--- src/design/cgm_pkg.sv ---
/*
  cgm_pkg: register map, field positions, reset values, mode codes and timing counts of the
  clock generator mode control.
  Assumes a single 100 MHz pclk domain; every derived clock is a one-cycle enable.
*/
// Function
// - any reset enters self-clocked mode, loop open
// - self-clocked: oscillator follows stored filter only
// - off mode holds generator output static
// - processor stop may enter off mode
// - internal loop: programmable multiple of internal reference
// - bypass mode routes external reference as source
// - external loop: programmable multiple of external reference
// - engaged modes hold unlocked while loop adjusts
// - reaching target multiple moves to locked
// - status shows lock achieved and lock lost
// - status shows external reference currently valid
// - reference or lock loss raises reset or interrupt
// - oscillator keeps frequency when reference disappears
// - filter setting retained through stop
// - bus divider selects one of eight divisors
// - non-running sources cannot be selected
// - switch to loop output once locked
// - fixed clock bus-synchronous, at most half bus rate
// - fixed-frequency enable gates fixed clock
// - 8 MHz source drives debug local clock
// - separate self-clocked source drives real-time tick
// - two-bit mode field encodes four modes
// - bypass waits for valid external reference
package cgm_pkg;
    localparam int unsigned CLK_HZ          = 100_000_000;
    localparam int unsigned CLK_PERIOD_NS   = 10;
    localparam logic [7:0]  OFF_CTRL        = 8'h00;
    localparam logic [7:0]  OFF_FILTER      = 8'h04;
    localparam logic [7:0]  OFF_MULT        = 8'h08;
    localparam logic [7:0]  OFF_STATUS      = 8'h0C;
    localparam int unsigned CTRL_MODE_LSB   = 0;
    localparam int unsigned CTRL_DIV_LSB    = 2;
    localparam int unsigned CTRL_RST_SEL    = 5;
    localparam int unsigned CTRL_LOCD       = 6;
    localparam int unsigned STAT_LOCK       = 0;
    localparam int unsigned STAT_LOST       = 1;
    localparam int unsigned STAT_EXTV       = 2;
    localparam int unsigned STAT_LOSS       = 3;
    localparam int unsigned STAT_STATE_LSB  = 4;
    localparam int unsigned STAT_SRC        = 7;
    localparam logic [15:0] FILTER_RST      = 16'h1000;
    localparam logic [15:0] FILTER_STEP     = 16'h0010;
    localparam logic [9:0]  MULT_RST        = 10'h032;
    localparam logic [2:0]  DIV_RST         = 3'h0;
    localparam int unsigned INT_REF_HZ      = 243_000;
    localparam int unsigned INT_REF_DIV     = CLK_HZ / INT_REF_HZ;
    localparam int unsigned DEBUG_HZ        = 8_000_000;
    localparam int unsigned DEBUG_DIV       = CLK_HZ / DEBUG_HZ;
    localparam int unsigned RTI_HZ          = 1_000;
    localparam int unsigned RTI_DIV_DEF     = CLK_HZ / RTI_HZ;
    localparam int unsigned EXT_TIMEOUT_NS  = 5_000;
    localparam logic [9:0]  EXT_TIMEOUT_CYC = 10'(EXT_TIMEOUT_NS / CLK_PERIOD_NS);
    localparam logic [2:0]  LOCK_MATCHES    = 3'h4;
    localparam logic [15:0] LOCK_TOL        = 16'h0001;
    localparam logic [15:0] LOSS_TOL        = 16'h0004;
    typedef enum logic [1:0] {
        MODE_SELF       = 2'b00,
        MODE_LOOP_INT   = 2'b01,
        MODE_BYPASS_EXT = 2'b10,
        MODE_LOOP_EXT   = 2'b11
    } cgm_mode_t;
    typedef enum logic [2:0] {
        ST_OFF      = 3'b000,
        ST_SELF     = 3'b001,
        ST_LOOP_INT = 3'b010,
        ST_BYPASS   = 3'b011,
        ST_LOOP_EXT = 3'b100
    } cgm_state_t;
endpackage : cgm_pkg

--- src/design/cgm_div_if.sv ---
/*
  cgm_div_if: carries the source tick, divisor select and divided enable between the
  mode control and its bus divider.
  Assumes both ends run on pclk.
*/
`timescale 1ns/1ps
interface cgm_div_if;
    logic       tick;
    logic [2:0] sel;
    logic       en_out;
    modport src (output tick, output sel, input en_out);
    modport div (input tick, input sel, output en_out);
endinterface : cgm_div_if

--- src/design/cgm_mode_ctrl.sv ---
/*
  cgm_mode_ctrl: mode selection, loop lock tracking, reference watch, loss action, bus
  divider and derived clock enables of the clock generator, with an APB register slave.
  Assumes pclk at 100 MHz; ext_ref_in and stop_req arrive asynchronously and are synchronised.
  The controlled oscillator is modelled as a phase accumulator stepped by the filter value.
*/
`timescale 1ns/1ps
module cgm_mode_ctrl
    import cgm_pkg::*;
#(
    parameter int unsigned RTI_DIV = RTI_DIV_DEF
) (
    // clock and reset
    input  wire logic        pclk,
    input  wire logic        presetn,
    // apb slave
    input  wire logic [7:0]  paddr,
    input  wire logic        psel,
    input  wire logic        penable,
    input  wire logic        pwrite,
    input  wire logic [31:0] pwdata,
    output logic      [31:0] prdata,
    output logic             pready,
    output logic             pslverr,
    // pins
    input  wire logic        ext_ref_in,
    input  wire logic        stop_req,
    // clock enables
    output logic             generator_output_clock,
    output logic             bus_clk_en,
    output logic             loop_output_clock,
    output logic             ext_reference_clock,
    output logic             fixed_freq_clock,
    output logic             fixed_freq_enable,
    output logic             debug_local_clock,
    output logic             rti_clock,
    // loss action
    output logic             loss_reset,
    output logic             loss_irq
);
    cgm_state_t  state;
    cgm_state_t  next_state;
    cgm_mode_t   mode_req;
    logic [2:0]  div_sel;
    logic        rst_sel;
    logic        locd;
    logic [15:0] filter;
    logic [9:0]  mult;
    logic        locked;
    logic        lost_flag;
    logic        loss_flag;
    logic        ext_valid;
    logic        src_ext;
    logic        ext_meta;
    logic        ext_sync;
    logic        ext_prev;
    logic        stop_meta;
    logic        stop_sync;
    logic [9:0]  ext_wd;
    logic [15:0] dco_acc;
    logic        dco_pulse;
    logic [15:0] dco_cnt;
    logic [2:0]  match_cnt;
    logic        lost_set;
    logic        ff_pending;
    logic        ff_last;
    logic        int_tick;
    logic        dbg_tick;
    logic        rti_tick;
    logic        ext_edge;
    logic        engaged;
    logic        ref_edge;
    logic        clk_loss_set;
    logic        wr_en;
    logic        filter_wr;
    logic [15:0] mult16;
    logic [15:0] abs_err;
    logic [16:0] acc_sum;
    logic [31:0] rd_mux;
    logic        rd_hit;

    cgm_div_if div_if ();

    cgm_tick_div #(.DIV(INT_REF_DIV)) u_int_ref (
        .pclk    (pclk),
        .presetn (presetn),
        .run     (1'b1),
        .tick    (int_tick)
    );
    cgm_tick_div #(.DIV(DEBUG_DIV)) u_debug (
        .pclk    (pclk),
        .presetn (presetn),
        .run     (1'b1),
        .tick    (dbg_tick)
    );
    cgm_tick_div #(.DIV(RTI_DIV)) u_rti (
        .pclk    (pclk),
        .presetn (presetn),
        .run     (1'b1),
        .tick    (rti_tick)
    );
    cgm_pow2_div u_bus_div (
        .pclk    (pclk),
        .presetn (presetn),
        .d       (div_if)
    );

    assign div_if.tick = generator_output_clock;
    assign div_if.sel  = div_sel;
    assign bus_clk_en  = div_if.en_out;

    // apb decode; pready rises in the first access cycle, so every transfer has no wait state
    assign wr_en     = psel && penable && pready && pwrite && !pslverr;
    assign filter_wr = wr_en && (paddr == OFF_FILTER);

    always_comb begin
        rd_mux = 32'h0000_0000;
        rd_hit = 1'b1;
        unique case (paddr)
            OFF_CTRL: begin
                rd_mux[CTRL_MODE_LSB +: 2] = mode_req;
                rd_mux[CTRL_DIV_LSB +: 3]  = div_sel;
                rd_mux[CTRL_RST_SEL]       = rst_sel;
                rd_mux[CTRL_LOCD]          = locd;
            end
            OFF_FILTER: rd_mux[15:0] = filter;
            OFF_MULT:   rd_mux[9:0]  = mult;
            OFF_STATUS: begin
                rd_mux[STAT_LOCK]           = locked;
                rd_mux[STAT_LOST]           = lost_flag;
                rd_mux[STAT_EXTV]           = ext_valid;
                rd_mux[STAT_LOSS]           = loss_flag;
                rd_mux[STAT_STATE_LSB +: 3] = state;
                rd_mux[STAT_SRC]            = src_ext;
            end
            default: rd_hit = 1'b0;
        endcase
    end

    always_ff @(posedge pclk or negedge presetn) begin
        if (!presetn) begin
            pready  <= 1'b0;
            pslverr <= 1'b0;
            prdata  <= 32'h0000_0000;
        end else begin
            pready  <= psel && !penable;
            pslverr <= psel && !penable && !rd_hit;
            prdata  <= (psel && !penable && !pwrite) ? rd_mux : 32'h0000_0000;
        end
    end

    // control registers
    always_ff @(posedge pclk or negedge presetn) begin
        if (!presetn) begin
            mode_req <= MODE_SELF;
            div_sel  <= DIV_RST;
            rst_sel  <= 1'b0;
            locd     <= 1'b0;
            mult     <= MULT_RST;
        end else if (wr_en && paddr == OFF_CTRL) begin
            mode_req <= cgm_mode_t'(pwdata[CTRL_MODE_LSB +: 2]);
            div_sel  <= pwdata[CTRL_DIV_LSB +: 3];
            rst_sel  <= pwdata[CTRL_RST_SEL];
            locd     <= pwdata[CTRL_LOCD];
        end else if (wr_en && paddr == OFF_MULT) begin
            mult <= pwdata[9:0];
        end
    end

    // pin synchronisers
    always_ff @(posedge pclk or negedge presetn) begin
        if (!presetn) begin
            ext_meta  <= 1'b0;
            ext_sync  <= 1'b0;
            ext_prev  <= 1'b0;
            stop_meta <= 1'b0;
            stop_sync <= 1'b0;
        end else begin
            ext_meta  <= ext_ref_in;
            ext_sync  <= ext_meta;
            ext_prev  <= ext_sync;
            stop_meta <= stop_req;
            stop_sync <= stop_meta;
        end
    end
    assign ext_edge = ext_sync && !ext_prev;

    // reference watchdog: valid on an edge, invalid after a silent timeout
    always_ff @(posedge pclk or negedge presetn) begin
        if (!presetn) begin
            ext_wd    <= '0;
            ext_valid <= 1'b0;
        end else if (ext_edge) begin
            ext_wd    <= '0;
            ext_valid <= 1'b1;
        end else if (ext_wd == EXT_TIMEOUT_CYC) begin
            ext_valid <= 1'b0;
        end else begin
            ext_wd <= ext_wd + 1'b1;
        end
    end

    // mode state; a mode needing the external reference waits until it runs
    always_comb begin
        next_state = ST_SELF;
        if (stop_sync) begin
            next_state = ST_OFF;
        end else begin
            unique case (mode_req)
                MODE_SELF:       next_state = ST_SELF;
                MODE_LOOP_INT:   next_state = ST_LOOP_INT;
                MODE_BYPASS_EXT: next_state = ext_valid ? ST_BYPASS : ST_SELF;
                MODE_LOOP_EXT:   next_state = (ext_valid || state == ST_LOOP_EXT) ? ST_LOOP_EXT
                                                                                  : ST_SELF;
            endcase
        end
    end

    always_ff @(posedge pclk or negedge presetn) begin
        if (!presetn) state <= ST_SELF;
        else state <= next_state;
    end

    assign engaged  = (state == ST_LOOP_INT) || (state == ST_LOOP_EXT);
    assign ref_edge = (state == ST_LOOP_EXT) ? ext_edge : int_tick;

    // controlled oscillator: halted in off mode, keeps its phase and filter
    assign acc_sum = {1'b0, dco_acc} + {1'b0, filter};
    always_ff @(posedge pclk or negedge presetn) begin
        if (!presetn) begin
            dco_acc   <= '0;
            dco_pulse <= 1'b0;
        end else if (state == ST_OFF) begin
            dco_pulse <= 1'b0;
        end else begin
            dco_acc   <= acc_sum[15:0];
            dco_pulse <= acc_sum[16];
        end
    end

    // frequency measure over one reference period
    always_ff @(posedge pclk or negedge presetn) begin
        if (!presetn) dco_cnt <= '0;
        else if (ref_edge) dco_cnt <= {15'h0000, dco_pulse};
        else if (dco_pulse) dco_cnt <= dco_cnt + 1'b1;
    end

    assign mult16  = {6'h00, mult};
    assign abs_err = (dco_cnt > mult16) ? dco_cnt - mult16 : mult16 - dco_cnt;

    // filter: software write wins; loop trims only when engaged on a reference edge
    always_ff @(posedge pclk or negedge presetn) begin
        if (!presetn) begin
            filter <= FILTER_RST;
        end else if (filter_wr) begin
            filter <= pwdata[15:0];
        end else if (engaged && ref_edge && abs_err > LOCK_TOL
                     && (state != ST_LOOP_EXT || ext_valid)) begin
            filter <= (dco_cnt > mult16) ? filter - FILTER_STEP : filter + FILTER_STEP;
        end
    end

    // lock tracking
    always_ff @(posedge pclk or negedge presetn) begin
        if (!presetn) begin
            match_cnt <= '0;
            locked    <= 1'b0;
            lost_set  <= 1'b0;
        end else begin
            lost_set <= 1'b0;
            if (!engaged) begin
                match_cnt <= '0;
                locked    <= 1'b0;
            end else if (ref_edge) begin
                if (abs_err <= LOCK_TOL) begin
                    if (match_cnt == LOCK_MATCHES - 3'h1) locked <= 1'b1;
                    else match_cnt <= match_cnt + 1'b1;
                end else begin
                    match_cnt <= '0;
                    if (locked && abs_err > LOSS_TOL) begin
                        locked   <= 1'b0;
                        lost_set <= 1'b1;
                    end
                end
            end
        end
    end

    // sticky loss flags, write one to clear, a new event beats the clear
    assign clk_loss_set = !locd && ext_wd == EXT_TIMEOUT_CYC && ext_valid
                          && (state == ST_LOOP_EXT || state == ST_BYPASS);
    always_ff @(posedge pclk or negedge presetn) begin
        if (!presetn) begin
            lost_flag <= 1'b0;
            loss_flag <= 1'b0;
        end else begin
            if (lost_set) lost_flag <= 1'b1;
            else if (wr_en && paddr == OFF_STATUS && pwdata[STAT_LOST]) lost_flag <= 1'b0;
            if (clk_loss_set) loss_flag <= 1'b1;
            else if (wr_en && paddr == OFF_STATUS && pwdata[STAT_LOSS]) loss_flag <= 1'b0;
        end
    end

    always_ff @(posedge pclk or negedge presetn) begin
        if (!presetn) begin
            loss_reset <= 1'b0;
            loss_irq   <= 1'b0;
        end else begin
            loss_reset <= rst_sel && (lost_set || clk_loss_set);
            loss_irq   <= !rst_sel && (lost_flag || loss_flag);
        end
    end

    // source select: changes only in a cycle with no pulse on either source
    always_ff @(posedge pclk or negedge presetn) begin
        if (!presetn) src_ext <= 1'b0;
        else if (!dco_pulse && !ext_edge) src_ext <= (state == ST_BYPASS);
    end

    always_ff @(posedge pclk or negedge presetn) begin
        if (!presetn) begin
            generator_output_clock <= 1'b0;
            loop_output_clock      <= 1'b0;
            ext_reference_clock    <= 1'b0;
        end else begin
            generator_output_clock <= (state != ST_OFF) && (src_ext ? ext_edge : dco_pulse);
            loop_output_clock      <= engaged && locked && dco_pulse;
            ext_reference_clock    <= ext_valid && ext_edge;
        end
    end

    // fixed clock: one pending reference edge, released on a bus enable, never two in a row
    always_ff @(posedge pclk or negedge presetn) begin
        if (!presetn) begin
            ff_pending        <= 1'b0;
            ff_last           <= 1'b0;
            fixed_freq_clock  <= 1'b0;
            fixed_freq_enable <= 1'b0;
        end else begin
            fixed_freq_enable <= (state != ST_OFF) && (state != ST_SELF);
            fixed_freq_clock  <= 1'b0;
            if (ref_edge) ff_pending <= 1'b1;
            if (div_if.en_out) begin
                ff_last <= 1'b0;
                if (ff_pending && !ff_last && fixed_freq_enable) begin
                    fixed_freq_clock <= 1'b1;
                    ff_pending       <= ref_edge;
                    ff_last          <= 1'b1;
                end
            end
        end
    end

    always_ff @(posedge pclk or negedge presetn) begin
        if (!presetn) begin
            debug_local_clock <= 1'b0;
            rti_clock         <= 1'b0;
        end else begin
            debug_local_clock <= dbg_tick;
            rti_clock         <= rti_tick;
        end
    end

    a_off_static: assert property (@(posedge pclk) disable iff (!presetn)
        state == ST_OFF |=> !generator_output_clock) else $error("output moved in off mode");
    a_stop_to_off: assert property (@(posedge pclk) disable iff (!presetn)
        stop_sync |=> state == ST_OFF) else $error("stop did not enter off mode");
    a_bypass_needs_ref: assert property (@(posedge pclk) disable iff (!presetn)
        $rose(state == ST_BYPASS) |-> $past(ext_valid)) else $error("bypass without valid reference");
    a_self_no_trim: assert property (@(posedge pclk) disable iff (!presetn)
        state == ST_SELF && !filter_wr |=> $stable(filter)) else $error("filter moved in self mode");
    a_ref_lost_hold: assert property (@(posedge pclk) disable iff (!presetn)
        state == ST_LOOP_EXT && !ext_valid && !filter_wr |=> $stable(filter))
        else $error("filter moved without reference");
    a_lock_after_matches: assert property (@(posedge pclk) disable iff (!presetn)
        $rose(locked) |-> $past(match_cnt) == LOCK_MATCHES - 3'h1) else $error("lock too early");
    a_loop_out_locked: assert property (@(posedge pclk) disable iff (!presetn)
        loop_output_clock |-> $past(locked) && $past(dco_pulse)) else $error("loop clock while unlocked");
    a_loss_reset: assert property (@(posedge pclk) disable iff (!presetn)
        (lost_set || clk_loss_set) && rst_sel |=> loss_reset) else $error("loss reset missing");
    a_fixed_half: assert property (@(posedge pclk) disable iff (!presetn)
        fixed_freq_clock |-> $past(div_if.en_out) && !$past(ff_last)) else $error("fixed clock off bus");
    a_switch_clean: assert property (@(posedge pclk) disable iff (!presetn)
        $changed(src_ext) |-> !$past(dco_pulse) && !$past(ext_edge)) else $error("source switched on a pulse");
endmodule : cgm_mode_ctrl

--- src/design/cgm_pow2_div.sv ---
/*
  cgm_pow2_div: divides the generator tick by 1, 2, 4 ... 128 as sel picks.
  Assumes tick is a one-cycle enable on pclk.
*/
`timescale 1ns/1ps
module cgm_pow2_div (
    // clock and reset
    input  wire logic pclk,
    input  wire logic presetn,
    // divider link
    cgm_div_if.div    d
);
    logic [6:0] cnt;
    logic [6:0] mask;

    for (genvar i = 0; i < 7; i++) begin : g_mask
        assign mask[i] = (3'(i) < d.sel);
    end

    always_ff @(posedge pclk or negedge presetn) begin
        if (!presetn) begin
            cnt      <= '0;
            d.en_out <= 1'b0;
        end else if (d.tick) begin
            cnt      <= cnt + 1'b1;
            d.en_out <= ((cnt & mask) == mask);
        end else begin
            d.en_out <= 1'b0;
        end
    end
endmodule : cgm_pow2_div

--- src/design/cgm_tick_div.sv ---
/*
  cgm_tick_div: fixed divider giving a one-cycle enable every DIV cycles while run is high.
  Assumes DIV of at least 2.
*/
`timescale 1ns/1ps
module cgm_tick_div #(
    parameter int unsigned DIV = 2
) (
    // clock and reset
    input  wire logic pclk,
    input  wire logic presetn,
    // control and output
    input  wire logic run,
    output logic      tick
);
    localparam int unsigned W = $clog2(DIV + 1);
    logic [W-1:0] cnt;

    always_ff @(posedge pclk or negedge presetn) begin
        if (!presetn) begin
            cnt  <= '0;
            tick <= 1'b0;
        end else if (!run) begin
            cnt  <= '0;
            tick <= 1'b0;
        end else if (cnt == W'(DIV - 1)) begin
            cnt  <= '0;
            tick <= 1'b1;
        end else begin
            cnt  <= cnt + 1'b1;
            tick <= 1'b0;
        end
    end
endmodule : cgm_tick_div

--- config.mk ---
export PLATFORM = sky130hd
export DESIGN_NAME = cgm_mode_ctrl
export DESIGN_NICKNAME = d
export VERILOG_FILES = /design/src/design/cgm_pkg.sv /design/src/design/cgm_div_if.sv /design/src/design/cgm_mode_ctrl.sv /design/src/design/cgm_pow2_div.sv /design/src/design/cgm_tick_div.sv
export SDC_FILE = /design/constraint.sdc
export NUM_CORES = 1
export LEC_CHECK = 0
export ABC_AREA = 1
export BUFFER_PORTS_ARGS = -buffer_cell sky130_fd_sc_hd__buf_4
export CAP_MARGIN = 20
export CORE_UTILIZATION = 30
export DETAILED_ROUTE_END_ITERATION = 8
export PLACE_DENSITY = 0.48
export SYNTH_ARGS = -nofsm -noshare
export SYNTH_HDL_FRONTEND = slang
export SYNTH_SLANG_ARGS = --single-unit
--- constraint.sdc ---
create_clock -name pclk -period 9.1 [get_ports pclk]
set_clock_uncertainty 0.05 [all_clocks]
set_input_delay 0.455 -clock pclk [delete_from_list [all_inputs] [get_ports pclk]]
set_output_delay 0.455 -clock pclk [all_outputs]
set_load 0.02 [all_outputs]
==> results.yml <==
global_routing:
  grt_remaining_overflow: 0
  grt_max_degree: 98
  grt_pass1_wl_um: 42400
  grt_pass1_vias: 8240
  grt_use_total_pct: 15.9
  antenna_found_initial: 0
clock_network:
  cts_sinks: 163
  clock_latency_ps: 440
  ctsResizeCount: 0
  cts_buffer_depth: 2
  cts_inserted_buffers: 17
  root_buffer: "clkbuf_16"
  ctsHoldBuffers: 0
  postCtsSetupBuffers: 0
  cts_tree: "done"
  htree_levels: 4
  clkTransAtPathRegs_ps: 70
critical_path:
  worstRegToRegCells: 20
  rrSetupSlack_ps: 4940
  reg2reg_from: "mult[5]"
  r2r_end: "filter[15]"
  critPathKind: "flop to flop"
  cp.arrival_ps: 4440
  cp-end-kind: "flop"
  worstSetupEndpoint: "filter[15]"
  critPathRequiredTime_ps: 9380
  cp_max_fo: 18
  startpoint: "mult[5]"
  cp-start-kind: "flop"
route:
  routed_wl_um: 25300
  first_pass_iters: 7
  via_per_inst: 4.57
  wl_per_cell_um: 13.9
  drtAntennaViolNets: 0
  dr_total_vias: 8313
  drc_errors: 0
  drt_iter0_drc: 495
cells_and_area:
  drive_gt1_share_pct: 11.5
  fin_cells: 1818
  antenna_cells: 0
  syn_to_final_growth_pct: 14.7
  nNetsFinal: 1470
placement:
  dp_slack_ps: 4960
  routabilityCongestion: 0.830
  hpwl_um: 19500
  dp_cells: 1786
  io_buffers: 58
die:
  core_area_mm2: 0.0327
  io_pins: 91
  die_h_um: 185
  fp.dieW_um: 185
  start_util_pct: 30.7
  num_rows: 66
  die_area_mm2: 0.0342
pwr:
  p_leak_nw: 5.78
  peakVddDrop_uv: 129
  power_density_mw_per_mm2: 240
sta:
  fin_tns_setup_ps: 0
  fin_crit_ps: 4160
  hold_viol: 0
  setup_viol_count_final: 0
  worstMarginPinSlew_ps: 962
  finalMaxSlewViolations: 0
  relSlewSlack_pct: 35.3
  worst_slack_ps: 4940
  rsz0062_at_grt: "no"
  fmax_mhz: 241
  fin_crit_sh_pct: 45.7
yosys:
  synthDistinctLibCells: 59
  syn_area_per_cell_um2: 7.73
  synth_edf_count: 0
  synth_area_mm2: 0.0100
  yosysWarnings: 0
  async_reset_ff_share_pct: 100
  netlist_instances: 1297
  ys_seq_elements: 163
  yosysSeqAreaShare_pct: 40.7
  synth_ff_type: "dfrtp_1"
run:
  maxCapViolCount: 0
min_path:
  hp-class: "input pin to asynchronous set/reset pin"
status:
  status: "complete, no violations"
==> report_power, final <==
part,internal (W),leakage (nW),switching [W]
clock,0.000404,0.279,0.000318
sequential,0.000776,2.13,0.0000431
combinational,0.000436,3.37,0.000784
total,0.00162,5.78,0.00115
==> worst min-delay path by stage <==
stage / startpoint / end / slack, ps
2_1_floorplan: presetn / dco_acc[0] / 110
3_3_place_gp: ext_meta / ext_sync / 280
3_5_place_dp: u_debug.tick / debug_local_clock / 290
4_1_cts: stop_req / stop_meta / 50
5_1_grt: stop_req / stop_meta / 50
6_report: presetn / filter[14] / 50
==> cells in the mapped netlist (16+ instances only) <==
library cell | count | area [µm²]
inv_1 | 186 | 698
nand4_1 | 17 | 106
nand3_1 | 87 | 435
dfrtp_1 | 158 | 3950
nor2_1 | 92 | 345
nor3_1 | 38 | 190
nand2_1 | 316 | 1190
o21ai_0 | 82 | 410
xor2_1 | 22 | 193
a21oi_1 | 73 | 365
ha_1 | 56 | 701
buf_4 | 16 | 120
==> critical path, cell delays in order, from the launching register on <==
cell,delay (ps)
dfstp_2,540
inv_1,70
ha_1,400
nand2_1,210
nor2_8,170
nand2_2,100
nand2_4,80
nand2_4,60
a21oi_4,540
ha_1,390
a21oi_1,150
nand2_1,110
a21oi_1,250
o21ai_0,150
nand2_1,100
nand2_1,50
a21oi_1,210
xor2_1,180
mux2i_1,90
nand2_1,90
nand2_1,60
==> final cells by class <==
type | count | area (µm²)
Multi-Input combinational cell | 919 | 5040
Clock inverter | 12 | 119
Clock buffer | 20 | 467
Sequential cell | 163 | 4090
Timing Repair Buffer | 67 | 507
Tap cell | 442 | 553
Inverter | 195 | 732
Fill cell | 3571 | 21200
==> sequential cells by signal (all words and copies together) (netlist names), 2 cells and up <==
name	cells
mode_req	2
dco_acc	16
u_bus_div.cnt	7
mult	10
div_if.sel	3
u_rti.cnt	17
filter	16
dco_cnt	16
ext_wd	10
u_debug.cnt	4
state	3
u_int_ref.cnt	9
prdata	16
match_cnt	3
==> routing by layer <==
layer	global-route usage [%]	share of wire, %
met1	21.8	50
met2	26.1	47
met5	0	0
met3	2.34	2.9
met4	4.07	0.96
==> stage by stage <==
step / util, % / hold slack (ps) / cell area (µm²) / power [W]
floorplan: - / 109 / 10100 / 0.00181
global placement: 33.4 / 285 / 10900 / 0.00205
detailed placement: 33.4 / 286 / 10900 / 0.00206
CTS: 35.2 / 51.1 / 11500 / 0.00279
global route: 35.2 / 49.2 / 11500 / 0.00301
finish: 35.2 / 49.4 / 11500 / 0.00276
==> cell usage in the layout, fill, tap and decap left out, drive strengths merged, types with 2 or more instances in the layout <==
cell and n:
inv 200, clkinv 2, nor3b 3, a21boi 2, dfstp 5, nand3 89
a31oi 4, mux2i 3, or2 6, dfrtp 158, conb 16, nand2 332
o21ai 90, nor3 40, xnor2 14, nor4 10, nand4 17, o21bai 2
clkbuf 20, clkinvlp 4, buf 67, ha 56, o21a 2, fa 4
o31ai 3, a21oi 75, nand3b 2, a221oi 6, o22ai 8, xor2 22
nor2 102
==> logic make-up (layout without fill, tap and decap cells) <==
family,count (synthesis),after routing,synth area share [%]
flops,163,163,40.7
buf+inv,230,294,9.57
mux,4,4,0.412
simple gates,603,603,27.3
fa+ha+maj,60,60,7.79
compound gates,200,200,11.0
xor+xnor,36,36,3.14
other cells,1,16,0.0374
Power figures use the tool's default switching activity.
